**config.mk**
```make
export PLATFORM = sky130hd
export DESIGN_NAME = iwt_top
export DESIGN_NICKNAME = d
export VERILOG_FILES = /design/src/iwt_pkg.sv /design/src/iwt_pos_mem.sv /design/src/iwt_top.sv
export SDC_FILE = /design/constraint.sdc
export NUM_CORES = 1
export LEC_CHECK = 0
export BUFFER_PORTS_ARGS = -buffer_cell sky130_fd_sc_hd__buf_2
export CAP_MARGIN = 25
export CORE_MARGIN = 3
export CORE_UTILIZATION = 30
export CTS_CLUSTER_DIAMETER = 60
export DETAILED_ROUTE_END_ITERATION = 6
export PLACE_DENSITY = 0.54
export SYNTH_ARGS = -nofsm -noshare
export SYNTH_HDL_FRONTEND = slang
export SYNTH_SLANG_ARGS = --single-unit
```
**constraint.sdc**
```tcl
create_clock -name clk_sys -period 13.2 [get_ports clk_sys]
set_input_delay 1.32 -clock clk_sys [delete_from_list [all_inputs] [get_ports clk_sys]]
set_output_delay 1.32 -clock clk_sys [all_outputs]
set_load 0.01 [all_outputs]
```
**src/iwt_pkg.sv**
```systemverilog
// Package of constants and types for the image window trigger
package iwt_pkg;

  // ****************************************************************
  // Window geometry
  // ****************************************************************
  localparam int unsigned  SIZE_X_MIN   = 4;
  localparam int unsigned  SIZE_X_MAX   = 32;
  localparam int unsigned  SIZE_Y_MIN   = 4;
  localparam int unsigned  SIZE_Y_MAX   = 64;
  localparam int unsigned  COORD_W      = 10;
  localparam int unsigned  PIX_W        = 8;
  localparam int unsigned  CNT_W        = 12;
  localparam int unsigned  SUM_W        = 20;
  localparam int unsigned  NUM_TYPES    = 16;
  localparam int unsigned  TYPE_W       = 4;

  // ****************************************************************
  // Reset values and codes
  // ****************************************************************
  localparam logic [7:0]   ERR_NOT_SET  = 8'h22;
  localparam logic [7:0]   ERR_NONE     = 8'h00;
  localparam logic [7:0]   LIMIT_UP_RST = 8'hff;
  localparam logic [7:0]   LIMIT_LO_RST = 8'h00;
  localparam logic [COORD_W-1:0] POS_RST = 10'h000;

  // Settling time between windows, figure used for cycle estimates
  localparam int unsigned  CLK_HZ       = 20000000;
  localparam int unsigned  REARM_NS     = 1000;
  localparam int unsigned  REARM_CYC    = (REARM_NS * (CLK_HZ / 1000000) + 999) / 1000;

  // ****************************************************************
  // Types
  // ****************************************************************
  typedef enum logic {IWT_BINARY, IWT_MEAN} iwt_method_t;
  typedef enum logic {IWT_START_PARALLEL, IWT_START_AUTO} iwt_start_t;

  typedef struct packed {
    logic                valid;
    logic                frame_start;
    logic [COORD_W-1:0]  x;
    logic [COORD_W-1:0]  y;
    logic [PIX_W-1:0]    data;
  } iwt_pixel_t;

  typedef struct packed {
    logic [COORD_W-1:0]  x;
    logic [COORD_W-1:0]  y;
  } iwt_pos_t;

  typedef struct packed {
    logic [5:0]          size_x;
    logic [6:0]          size_y;
    logic [PIX_W-1:0]    upper_intensity_limit;
    logic [PIX_W-1:0]    lower_intensity_limit;
    iwt_method_t         method;
    logic                invert;
  } iwt_cfg_t;

endpackage

```
**src/iwt_pos_mem.sv**
```systemverilog
// Per object type window position store with registered read
`timescale 1ns/1ps
`default_nettype none
module iwt_pos_mem (
  input  wire logic                     clk_sys,
  input  wire logic                     wr_en,
  input  wire logic [iwt_pkg::TYPE_W-1:0] wr_type,
  input  wire iwt_pkg::iwt_pos_t        wr_pos,
  input  wire logic [iwt_pkg::TYPE_W-1:0] rd_type,
  output iwt_pkg::iwt_pos_t             rd_pos
);
  iwt_pkg::iwt_pos_t mem [iwt_pkg::NUM_TYPES];

  always_ff @(posedge clk_sys) begin
    if (wr_en) begin
      mem[wr_type] <= wr_pos;
    end
  end

  always_ff @(posedge clk_sys) begin
    rd_pos <= mem[rd_type];
  end
endmodule
`default_nettype wire

```
**src/iwt_top.sv**
```systemverilog
// Image window trigger: samples a camera window and fires a measurement start
`timescale 1ns/1ps
`default_nettype none
// Overview of operation
// - While sampling, capture window every frame and start measurement on change.
// - Binary mode fires when white pixels exceed half the window area.
// - Without inversion, fire on black background turning to white content.
// - With inversion, fire on white background turning to black content.
// - Mean mode fires when window mean lies within lower..upper limits.
// - Window size accepted only 4..32 by 4..64 pixels.
// - Upper and lower limits each independently settable 0..255.
// - Window of any size is sampled once per camera frame, so size does not change the sampling cycle.
// - Separate window position per object type, applied on type change.
// - Only first camera feeds the trigger, second never does.
// - Parallel start: sample only while start input held on.
// - After measurement, resume on start input off-to-on edge (parallel start) or on auto_start (auto start).
// - Trigger selected with missing window settings reports error 34.
module iwt_top (
  input  wire logic                       clk_sys,
  input  wire logic                       rst_n,
  input  wire iwt_pkg::iwt_pixel_t        cam1_pixel,
  input  wire iwt_pkg::iwt_pixel_t        cam2_pixel,
  input  wire iwt_pkg::iwt_cfg_t          trigger_window_settings,
  input  wire logic                       settings_valid,
  input  wire logic                       trigger_method_select,
  input  wire iwt_pkg::iwt_start_t        start_mode,
  input  wire logic                       sampling_start_input,
  input  wire logic                       auto_start,
  input  wire logic                       meas_done,
  input  wire logic [iwt_pkg::TYPE_W-1:0] object_type,
  input  wire logic                       pos_wr_en,
  input  wire logic [iwt_pkg::TYPE_W-1:0] pos_wr_type,
  input  wire iwt_pkg::iwt_pos_t          pos_wr,
  output logic                            meas_start,
  output logic                            sampling,
  output logic                            size_error,
  output logic [7:0]                      error_code
);
  // ****************************************************************
  // Input synchronisers
  // ****************************************************************
  logic start_meta;
  logic start_sync;
  logic start_prev;
  always_ff @(posedge clk_sys) begin
    if (!rst_n) begin
      start_meta <= 1'b0;
      start_sync <= 1'b0;
      start_prev <= 1'b0;
    end else begin
      start_meta <= sampling_start_input;
      start_sync <= start_meta;
      start_prev <= start_sync;
    end
  end
  wire start_rise = start_sync & ~start_prev;

  // ****************************************************************
  // Window configuration
  // ****************************************************************
  iwt_pkg::iwt_pos_t win_pos;
  logic [iwt_pkg::TYPE_W-1:0] type_prev;
  logic                       pos_ready;

  iwt_pos_mem u_pos_mem (
    .clk_sys (clk_sys),
    .wr_en   (pos_wr_en),
    .wr_type (pos_wr_type),
    .wr_pos  (pos_wr),
    .rd_type (object_type),
    .rd_pos  (win_pos)
  );

  // Hold sampling one cycle after a type change so new position applies
  always_ff @(posedge clk_sys) begin
    if (!rst_n) begin
      type_prev <= '0;
      pos_ready <= 1'b0;
    end else begin
      type_prev <= object_type;
      pos_ready <= (object_type == type_prev);
    end
  end

  iwt_pkg::iwt_cfg_t cfg;
  assign cfg = trigger_window_settings;

  wire size_ok = (cfg.size_x >= 6'(iwt_pkg::SIZE_X_MIN)) &&
                 (cfg.size_x <= 6'(iwt_pkg::SIZE_X_MAX)) &&
                 (cfg.size_y >= 7'(iwt_pkg::SIZE_Y_MIN)) &&
                 (cfg.size_y <= 7'(iwt_pkg::SIZE_Y_MAX));
  wire cfg_ok  = settings_valid & size_ok;

  // ****************************************************************
  // Error reporting
  // ****************************************************************
  always_ff @(posedge clk_sys) begin
    if (!rst_n) begin
      error_code <= iwt_pkg::ERR_NONE;
      size_error <= 1'b0;
    end else begin
      size_error <= settings_valid & ~size_ok;
      if (trigger_method_select && !cfg_ok) begin
        error_code <= iwt_pkg::ERR_NOT_SET;
      end else begin
        error_code <= iwt_pkg::ERR_NONE;
      end
    end
  end

  // ****************************************************************
  // Sampling control
  // ****************************************************************
  typedef enum logic [1:0] {IWT_IDLE, IWT_SAMPLE, IWT_WAIT_DONE} iwt_state_t;
  iwt_state_t state;
  logic       fire;
  wire        enable_ok = trigger_method_select & cfg_ok;
  wire        hold_ok   = (start_mode == iwt_pkg::IWT_START_AUTO) ? 1'b1 : start_sync;
  wire        arm_req   = (start_mode == iwt_pkg::IWT_START_AUTO) ? auto_start : start_rise;

  always_ff @(posedge clk_sys) begin
    if (!rst_n) begin
      state <= IWT_IDLE;
    end else begin
      case (state)
        IWT_IDLE: begin
          if (enable_ok && arm_req) begin
            state <= IWT_SAMPLE;
          end
        end
        IWT_SAMPLE: begin
          if (!enable_ok || !hold_ok) begin
            state <= IWT_IDLE;
          end else if (fire) begin
            state <= IWT_WAIT_DONE;
          end
        end
        IWT_WAIT_DONE: begin
          if (meas_done) begin
            state <= IWT_IDLE;
          end
        end
        default: state <= IWT_IDLE;
      endcase
    end
  end

  always_ff @(posedge clk_sys) begin
    if (!rst_n) begin
      sampling <= 1'b0;
    end else begin
      sampling <= (state == IWT_SAMPLE);
    end
  end

  // ****************************************************************
  // Window accumulation, camera 1 only
  // ****************************************************************
  iwt_pkg::iwt_pixel_t px;
  assign px = cam1_pixel;

  logic [iwt_pkg::CNT_W-1:0] white_cnt;
  logic [iwt_pkg::CNT_W-1:0] pix_cnt;
  logic [iwt_pkg::SUM_W-1:0] int_sum;
  logic                      active;

  wire in_x = (px.x >= win_pos.x) &&
              ({1'b0, px.x} < {1'b0, win_pos.x} + 11'(cfg.size_x));
  wire in_y = (px.y >= win_pos.y) &&
              ({1'b0, px.y} < {1'b0, win_pos.y} + 11'(cfg.size_y));
  wire in_win = px.valid & in_x & in_y;
  wire is_white = (px.data >= cfg.lower_intensity_limit) &&
                  (px.data <= cfg.upper_intensity_limit);
  wire [iwt_pkg::CNT_W-1:0] area = iwt_pkg::CNT_W'(cfg.size_x) * iwt_pkg::CNT_W'(cfg.size_y);
  wire last_pix = in_win && (pix_cnt + 1'b1 == area);
  wire run = (state == IWT_SAMPLE) & pos_ready & hold_ok;

  always_ff @(posedge clk_sys) begin
    if (!rst_n) begin
      white_cnt <= '0;
      pix_cnt   <= '0;
      int_sum   <= '0;
      active    <= 1'b0;
    end else if (!run) begin
      white_cnt <= '0;
      pix_cnt   <= '0;
      int_sum   <= '0;
      active    <= 1'b0;
    end else if (px.frame_start) begin
      // First pixel of a frame may already lie inside the window
      white_cnt <= (in_win && is_white) ? iwt_pkg::CNT_W'(1) : '0;
      pix_cnt   <= in_win ? iwt_pkg::CNT_W'(1) : '0;
      int_sum   <= in_win ? iwt_pkg::SUM_W'(px.data) : '0;
      active    <= 1'b1;
    end else if (active && in_win) begin
      white_cnt <= white_cnt + iwt_pkg::CNT_W'(is_white);
      pix_cnt   <= pix_cnt + 1'b1;
      int_sum   <= int_sum + iwt_pkg::SUM_W'(px.data);
      if (last_pix) begin
        active <= 1'b0;
      end
    end
  end

  // ****************************************************************
  // Evaluation and trigger decision
  // ****************************************************************
  wire [iwt_pkg::CNT_W-1:0] white_fin = white_cnt + iwt_pkg::CNT_W'(is_white);
  wire [iwt_pkg::SUM_W-1:0] sum_fin   = int_sum + iwt_pkg::SUM_W'(px.data);
  wire [iwt_pkg::CNT_W-1:0] white_eff = cfg.invert ? (area - white_fin) : white_fin;
  wire over_half = ({white_eff, 1'b0} > {1'b0, area});
  wire [iwt_pkg::SUM_W+iwt_pkg::CNT_W-1:0] lo_prod =
    (iwt_pkg::SUM_W+iwt_pkg::CNT_W)'(cfg.lower_intensity_limit) * area;
  wire [iwt_pkg::SUM_W+iwt_pkg::CNT_W-1:0] up_prod =
    (iwt_pkg::SUM_W+iwt_pkg::CNT_W)'(cfg.upper_intensity_limit) * area;
  wire [iwt_pkg::SUM_W+iwt_pkg::CNT_W-1:0] sum_ext =
    (iwt_pkg::SUM_W+iwt_pkg::CNT_W)'(sum_fin);
  wire in_range = (sum_ext >= lo_prod) && (sum_ext <= up_prod);
  wire cond = (cfg.method == iwt_pkg::IWT_BINARY) ? over_half : in_range;

  // Background must be seen first so only a change fires
  logic bg_seen;
  always_ff @(posedge clk_sys) begin
    if (!rst_n) begin
      bg_seen <= 1'b0;
      fire    <= 1'b0;
    end else begin
      fire <= 1'b0;
      if (state != IWT_SAMPLE) begin
        bg_seen <= 1'b0;
      end else if (run && active && !px.frame_start && last_pix) begin
        if (!cond) begin
          bg_seen <= 1'b1;
        end else if (bg_seen) begin
          fire <= 1'b1;
        end
      end
    end
  end

  always_ff @(posedge clk_sys) begin
    if (!rst_n) begin
      meas_start <= 1'b0;
    end else begin
      meas_start <= fire & (state == IWT_SAMPLE);
    end
  end

  // Second camera deliberately unused
  wire unused_cam2 = ^cam2_pixel;
endmodule
`default_nettype wire

```
* Word-level counts from Yosys, hierarchy flattened
Memories as Yosys holds them, arrays and structs flattened. A register that Yosys moved wholly into a read port is not among the register bits. Cells that the tools add are included.
Storage, ports and cells: register bits 68, bits in writable memories 320, bits of input ports 128, output and inout port bits 11, word-level logic and storage cells 115, memories 1
Memory list:
- u_pos_mem.mem | words 16, bits a word 20, rd ports 1, clocked after memory_dff 1, wr ports 1, RTL line iwt_pos_mem.sv:12 | iwt_pkg::iwt_pos_t mem [iwt_pkg::NUM_TYPES];
Operators by class: $add $sub $neg 6, multipliers 3, magnitude comparators 13, equality and inequality tests 8, muxes and demuxes 25, bitwise operators 14, reduce and logical (&&, ||, !) cells 29
Operators by type and width (number):
- $mux W12 | 5
- $mul A8 B12 Y20 | 2
- $mux W20 | 2
- $lt A10 B11 Y1 | 2
- $add A20 B8 Y20 | 1
- $ge A10 B10 Y1 | 2
- $ge A20 B20 Y1 | 1
- $le A20 B20 Y1 | 1
- $logic_and A1 B1 Y1 | 15
- $gt A13 B12 Y1 | 1
- $add A12 B1 Y12 | 1
- $add A12 B1 Y12 const B | 1
- $eq A12 B12 Y1 | 1
- $mul A6 B7 Y12 | 1
- $sub A12 B12 Y12 | 1
- $add A10 B6 Y11 | 1
- $add A10 B7 Y11 | 1
- $mux W1 | 11
- $and A1 B1 Y1 | 9
- $ge A8 B8 Y1 | 1
- $le A8 B8 Y1 | 1
- $mux W2 | 4
- $mux W8 | 1
- $ge A7 B3 Y1 const B | 1
- other kinds (20) | 31

* Longest topological paths before layout
Gate-level depths: netlist of the first run.
depth after elaboration 10, mapped depth 42, mapped depth without buffers 40

* Hierarchy
Synthesis of the first run repeated with hierarchy kept, for this count alone.
Second synthesis, totals: cells, all modules 2255, area total of the unflattened synthesis 26548.0 um2
Modules (own cells, without submodules):
- iwt_top | instances 1, cells an instance 1722, area an instance 14017.2 um2, seq. area each 1221.2 um2
- iwt_pos_mem | instances 1, cells an instance 533, area an instance 12530.8 um2, seq. area each 10009.6 um2

* Least setup slack after synthesis of the first run
OpenSTA, ideal clock, no wires.
kind in2reg, start point input port trigger_window_settings[18] (netlist name), end point register bg_seen, setup time 58 ps, arrival 10213 ps, setup slack 2929 ps, stages 38, buffers on the path 2, cells stage by stage clkbuf_1 nand2_1 fa_1 fa_1 fa_1 inv_1 ha_1 o21ai_0 o21bai_1 a2111oi_0 nor3_2 xor2_1 inv_1 clkbuf_1 nor2_1 fa_1 fa_1 fa_1 (+2 left out) inv_1 ha_1 and3_1 a21oi_1 o21ai_0 o41a_1 a21o_1 a21oi_1 xor2_1 ha_1 a2111oi_0 o21ai_0 a21oi_1 o211ai_1 a21oi_1 o21ai_0 a311oi_1 o21a_1
On the way: longest elaborated chain between the ends 7, elaborated cells between the ends (all ways) 19
RTL lines:
- start, declared | RTL line iwt_top.sv:23 | input wire iwt_pkg::iwt_cfg_t trigger_window_settings,
- $mul A6 B7 Y12 / $add A10 B7 Y11 (equally long branches) | RTL line iwt_top.sv:174, iwt_top.sv:170
- $mul A8 B12 Y20 (tied with other cells) | RTL line iwt_top.sv:213 | (iwt_pkg::SUM_W+iwt_pkg::CNT_W)'(cfg.lower_intensity_limit) * area;
- $ge A20 B20 Y1 (tied with other cells) | RTL line iwt_top.sv:218 | wire in_range = (sum_ext >= lo_prod) && (sum_ext <= up_prod);
- $logic_and A1 B1 Y1 (tied with other cells) | RTL line iwt_top.sv:218
- $mux W1 / $logic_and A1 B1 Y1 (equally long branches) | RTL line iwt_top.sv:219, iwt_top.sv:175
- $not A1 Y1 (no line) / $logic_and A1 B1 Y1 (equally long branches)
- $reduce_and A2 Y1 (no line) (*)
- end signal, assigned | RTL line iwt_top.sv:225 | bg_seen <= 1'b0;
- end signal, assigned | RTL line iwt_top.sv:230 | bg_seen <= 1'b0;
- end signal, assigned | RTL line iwt_top.sv:233 | bg_seen <= 1'b1;
- end, declared | RTL line iwt_top.sv:222 | logic bg_seen;
Every way passes the cells marked *; elsewhere a longest branch is shown, timed or not. A chain may end at the register's enable or synchronous reset.

* Worst setup path in the final report of the first run
Ends and elaborated chain as after synthesis.

==> results of run 1 <==
## routing by layer
| layer | global-route usage | vias up | part of all wire |
|---|---|---|---|
| met3 | 0.0304 | 125 | 0.067 |
| met2 | 0.263 | 497 | 0.48 |
| met4 | 0.0448 | 6 | 0.025 |
| li1 | - | 8044 | - |
| met5 | 0 | - | 0.00048 |
| met1 | 0.207 | 8914 | 0.43 |
## through the flow
step / instance area, µm² / setup WS (ns) / std cells / utilization
floorplan: 26500 / 2.93 / 2226 / -
global placement: 28500 / 1.62 / 3447 / 0.327
detailed placement: 28500 / 1.64 / 3448 / 0.327
CTS: 30100 / 2.18 / 3530 / 0.345
global route: 30100 / 1.50 / 3536 / 0.345
finish: 30100 / 2.15 / 3541 / 0.346
## kinds of logic (layout without fill, tap and decap cells)
logic type,after synthesis,in the layout
DFF,401,401
muxes,112,112
buffers and inverters,323,474
AOI/OAI and AO/OA,236,236
other,1,15
xor gates and xnor gates,145,145
and+or+nand+nor,619,619
adders and majority gates,384,384
## worst paths after layout
check        slack [ns]  depth (start not counted)          to                   startpoint
max                2.15                         38     bg_seen  trigger_window_settings[18]
min                0.44                          1  start_sync                   start_meta
max reg2reg        7.93                         21     bg_seen                 white_cnt[0]
min reg2reg        0.44                          1  start_sync                   start_meta
## registers in the layout (all words and copies together) (netlist names)
signal            count
start_prev            1
pix_cnt              12
size_error            1
white_cnt            12
bg_seen               1
u_pos_mem.mem       320
meas_start            1
pos_ready             1
sampling              1
int_sum              20
active                1
start_meta            1
fire                  1
error_code            1
type_prev             4
start_sync            1
state                 2
u_pos_mem.rd_pos     20
## cells in the mapped netlist, types with 50 or more instances
library cell	instances	share of area
xor2_1	60	0.020
nand2_1	162	0.023
nor2_1	227	0.032
a21oi_1	71	0.013
mux4_2	100	0.085
nand3_1	50	0.0094
inv_1	242	0.034
dfxtp_1	81	0.061
xnor2_1	79	0.026
edfxtp_1	320	0.36
ha_1	240	0.11
fa_1	144	0.11
## layout make-up
cell class	instances	share of cell area
well taps	1155	0.0480
inverters	254	0.0317
flip-flops and latches	401	0.373
repair buffers	138	0.0273
clock buffers	63	0.0423
multi-input cells	1502	0.468
diodes	9	0.000748
clock inverters	19	0.00906
==> run_results.csv, run 1 <==
group,metric,value,unit
outcome,run_status,"complete, no violations",
yosys,number_of_flops_mapped_to_enable_cells_by_yosys,320,
finish,mostFrequentLayoutCell,"edfxtp_1",
placement,gpl.final_weighted_congestion,0.863,
clocking,post_cts.repair.setup_buffers,0,
finish,sequential_cell_area,11200,µm²
grt,overflow,0,
finish,post_route_cells_drive_above_1_share,0.152,
critical_path,timing.critical_path.max_delay_family,"adder cells",
sta,finalClockSkew,0.0363,ns
critical_path,crit_buf_inv,6,
clocking,number_of_gates_given_a_new_drive_strength_after_cts,0,
grt,antenna_found_initial,18,
yosys,sequential_cell_area_fraction_in_the_yosys_report,0.423,
drt,wl_per_cell,20.1,µm
critical_path,slowest_delay,0.63,ns
floorplan,core.rowCount,108,
yosys,syn-instance-count,2221,
yosys,area_fraction_in_and_or_nand_and_nor_cells_after_synthesis,0.109,
drt,avgViaCountPerCell,4.97,
critical_path,critical_path.startpoint_type,"input port",
sta,finalHoldViolations,0,
job,drv.max_cap_violation_count,0,
clocking,sink_count,401,
floorplan,design.portCount,139,
yosys,postSynth.asyncResetShare,0,
finish,layout_common_cells,"edfxtp_1 (320), inv_1 (242), ha_1 (240)",
sta,final.setup.tns,0,ns
clocking,clockRootBuffer,"clkbuf_16",
clocking,cts.reportedPaths.clkPinSlew,0.06,ns
clocking,worstSkewPairLatency,0.59,ns
floorplan,floorplan.die.width,303,µm
clocking,postCtsHoldBufs,0,
clocking,ctsHtreeMaxLevel,2,
grt,grt_pass1_wl,109000,µm
yosys,number_of_synthesized_register_bits,401,
yosys,syn-cell-area,26500,µm²
yosys,synth_fa_ha_area_frac,0.222,
critical_path,cpMostUsedCell,"fa_1",
drt,drt_wl_total,71200,µm
finish,num-nets-final,2854,
finish,nFillCells,8557,
sta,timing_worst_slew_pin_value,1.00,ns
sta,timing.hold.ws,0.440,ns
sta,relative_max_transition_margin,0.330,
yosys,synth_flop_cell,"edfxtp_1",
clocking,cts-buffers-inserted,45,
sta,min_period,11.05,ns
sta,rsz0062_at_grt,"false",
finish,layout-area-overhead-vs-synth,13.5,%
drt,drt_iter0_drc,1212,
yosys,synth.yosys.warnings,0,
floorplan,design.core.area,87200,µm²
drt,detailroute.via_count,17600,
floorplan,initial_core_util,0.304,
yosys,post_synth_mux_area_share,0.0894,
drt,detail_route.first_pass.iterations,5,
floorplan,chipHeight,303,µm
critical_path,end_kind,"flop",
placement,io_buffer_count,102,
critical_path,crit_path_top_delay_cell,"a2111oi_0",
drt,drt_drc_violations_left,0,
yosys,largest_family_of_logic_cells_by_synthesized_area,"adder cells",
sta,clock.fmax,90.5,MHz
drt,postRouteAntennaNets,0,
grt,first_global_vias,18400,
min_path,worst_hold_path_type,"flop to flop",
critical_path,crit_fanout,11,
critical_path,worst_ep_arrival_time,11.56,ns
yosys,syn-mean-instance-area,11.9,µm²
finish,multi_input_area,14100,µm²
floorplan,die_area,92000,µm²
critical_path,worstSetupPathType,"input port to flop",
sta,maxSlewViolCount,0,
sta,min_period_over_period,0.837,
yosys,synthDistinctLibCells,76,
yosys,synth_xor_xnor_area_share,0.0505,
grt,grt_max_degree,57,
yosys,synth_compound_gate_area_share,0.0579,
sta,finalSetupViolations,0,
clocking,clock_path_buffers,3,
placement,detailedPlacementHpwl,51200,µm
critical_path,cp_data_required_time,13.71,ns
clocking,cts_tree,"yes",
grt,grt_use_total,0.157,
Power of run 1 is left out: the tool's default activity adds up to more than one toggle a clock period on the data nets, which glitch-free logic cannot reach.
==> inputs of run 2 (changes only) <==
Settings changed: ABC_AREA set to 1, PLACE_DENSITY 0.54 to 0.55.
Clock period 13.2 ns to 9.1 ns, I/O delays scaled along.
==> run 2 against run 1 <==
Worst hold slack worse by 0.026 ns. Sequential cell count unchanged. First-iteration DRC count up 22%. Wire length up 7.7%. Sequential share of layout area down 2.3 points. Setup slack worse by 1.7 ns. Clock-buffer cell count down 6. Highest routed layer unchanged. Critical path type unchanged.
==> run_results.csv, run 2 <==
group,metric,value,unit
yosys,post_synth_mux_area_share,0.0287,
floorplan,core.rowCount,111,
clocking,sink_count,401,
finish,num-nets-final,3743,
grt,grt_max_degree,84,
drt,wl_per_cell,17.0,µm
yosys,synth_top_area_frac,0.344,
yosys,yosys.cell_count.top_type,"inv_1",
finish,layout_common_cells,"inv_1 (527), nand2_1 (505), edfxtp_1 (320)",
placement,place_area,30600,µm²
job,drv.max_cap_violation_count,0,
clocking,number_of_gates_given_a_new_drive_strength_after_cts,0,
drt,postRouteAntennaNets,0,
yosys,postSynth.asyncResetShare,0,
critical_path,critical_path.startpoint_type,"input port",
finish,post_route_cells_drive_above_1_share,0.102,
finish,biggestRegsByFlops,"u_pos_mem.mem (320), int_sum (20), u_pos_mem.rd_pos (20)",
drt,avgViaCountPerCell,4.67,
clocking,worstSkewPairLatency,0.60,ns
sta,min_period_over_period,0.951,
yosys,number_of_synthesized_register_bits,401,
critical_path,crit_path_top_delay_cell,"fa_1",
finish,stdcell_area,32100,µm²
grt,overflow,0,
clocking,post_cts.repair.setup_buffers,0,
yosys,syn-instance-count,3065,
critical_path,cp_data_required_time,9.54,ns
grt,grt_pass1_wl,119000,µm
drt,detail_route.first_pass.iterations,5,
yosys,syn-mean-instance-area,9.12,µm²
placement,detailedPlacementHpwl,54200,µm
sta,relative_max_transition_margin,0.335,
floorplan,design.core.area,91900,µm²
drt,detailroute.via_count,21100,
yosys,sequential_cell_area_fraction_in_the_yosys_report,0.402,
yosys,largest_family_of_logic_cells_by_synthesized_area,"adder cells",
min_path,worst_hold_path_type,"flop to flop",
grt,first_global_vias,20800,
critical_path,worst_ep_arrival_time,9.09,ns
finish,final-instance-count-excl-fill,4514,
finish,regMostFlops,"u_pos_mem.mem",
yosys,synth_compound_gate_area_share,0.100,
floorplan,chipHeight,311,µm
clocking,cts_tree,"yes",
yosys,synth.yosys.warnings,0,
clocking,cts.reportedPaths.clkPinSlew,0.06,ns
floorplan,initial_core_util,0.304,
finish,mostFrequentLayoutCell,"inv_1",
outcome,run_status,"complete, no violations",
yosys,synth_fa_ha_area_frac,0.211,
yosys,area_fraction_in_and_or_nand_and_nor_cells_after_synthesis,0.146,
yosys,number_of_flops_mapped_to_enable_cells_by_yosys,320,
yosys,synth.cells.most_frequent,"inv_1 (527), nand2_1 (508), edfxtp_1 (320)",
placement,gpl.final_weighted_congestion,0.864,
sta,maxSlewViolCount,0,
yosys,synth_largest_area_cell,"edfxtp_1",
sta,timing_worst_slew_pin_value,0.998,ns
yosys,synth_flop_cell,"edfxtp_1",
clocking,ctsHtreeMaxLevel,2,
critical_path,cpMostUsedCell,"nand2_1",
critical_path,end_kind,"flop",
drt,drt_iter0_drc,1476,
floorplan,design.portCount,139,
placement,dp.cells,4430,
sta,finalHoldViolations,0,
drt,drt_drc_violations_left,0,
yosys,synth_xor_xnor_area_share,0.0226,
finish,layout-area-overhead-vs-synth,15.0,%
sta,clock.fmax,116,MHz
clocking,clockRootBuffer,"clkbuf_16",
placement,io_buffer_count,102,
critical_path,slowest_delay,0.52,ns
floorplan,floorplan.die.width,311,µm
yosys,synthDistinctLibCells,47,
grt,grt_use_total,0.157,
clocking,postCtsHoldBufs,0,
critical_path,crit_fanout,5,
clocking,clock_path_buffers,3,
finish,flip_flop_count_of_the_largest_register_after_layout,320,
floorplan,die_area,96800,µm²
yosys,syn-cell-area,27900,µm²
clocking,cts-buffers-inserted,42,
finish,nFillCells,9441,
critical_path,worstSetupPathType,"input port to flop",
sta,finalClockSkew,0.0544,ns
sta,min_period,8.66,ns
grt,antenna_found_initial,17,
drt,drt_wl_total,76600,µm
sta,timing.hold.ws,0.414,ns
sta,finalSetupViolations,0,
yosys,ranking_of_synthesized_cells_by_area,"edfxtp_1 (34%), ha_1 (11%), fa_1 (10%)",
==> run 2: critical path: cells and delay by family <==
kind | cells | cell delay, ns
AO/OA/AOI/OAI | 4 | 0.86
adder cells (fa/ha/maj) | 10 | 4.31
buffers and inverters | 8 | 1.06
AND/OR/NAND/NOR | 21 | 1.92
==> run 2: stage by stage <==
step / setup WS (ns) / utilization / TNS [ns]
final: 0.445 / 0.349 / 0
after global routing: -0.0118 / 0.349 / -0.0118
after CTS: 0.254 / 0.348 / 0
after detailed placement: -0.293 / 0.333 / -0.574
after global placement: -0.267 / 0.333 / -0.522
after floorplan: 0.112 / - / 0
==> run 2: final timing paths <==
path | start | endpoint | slack (ns) | depth (start not counted)
min | start_meta | start_sync | 0.41 | 2
max | trigger_window_settings[29] | bg_seen | 0.44 | 43
max reg2reg | u_pos_mem.rd_pos[2] | white_cnt[2] | 4.81 | 23
min reg2reg | start_meta | start_sync | 0.41 | 2
==> run 2: cell type report <==
| type | instances | area, µm² | share of cell area |
|---|---|---|---|
| diodes | 6 | 15.0 | 0.000467 |
| clock buffers | 57 | 1170 | 0.0363 |
| clock inverters | 21 | 253 | 0.00787 |
| inverters | 536 | 2010 | 0.0626 |
| multi-input cells | 2017 | 14300 | 0.445 |
| flip-flops and latches | 401 | 11200 | 0.350 |
| well taps | 1243 | 1560 | 0.0484 |
| repair buffers | 233 | 1580 | 0.0492 |
==> run 2: cells by family (layout without fill, tap and decap cells) <==
family	after synthesis	after routing
simple gates	974	974
buf+inv	652	847
compound gates	501	501
flops	401	401
fa+ha+maj	384	384
mux	80	80
xor+xnor	72	72
other cells	1	12
==> run 2: metal layers <==
metal / track usage / up-vias / share of wire / routed length [µm]
met5: 0 / - / 0.0011 / 86
met4: 0.0352 / 12 / 0.018 / 1390
met3: 0.0265 / 93 / 0.060 / 4630
met2: 0.262 / 499 / 0.47 / 35700
met1: 0.213 / 9990 / 0.45 / 34800
li1: - / 10500 / - / -
Power of run 2 is left out for the same reason.
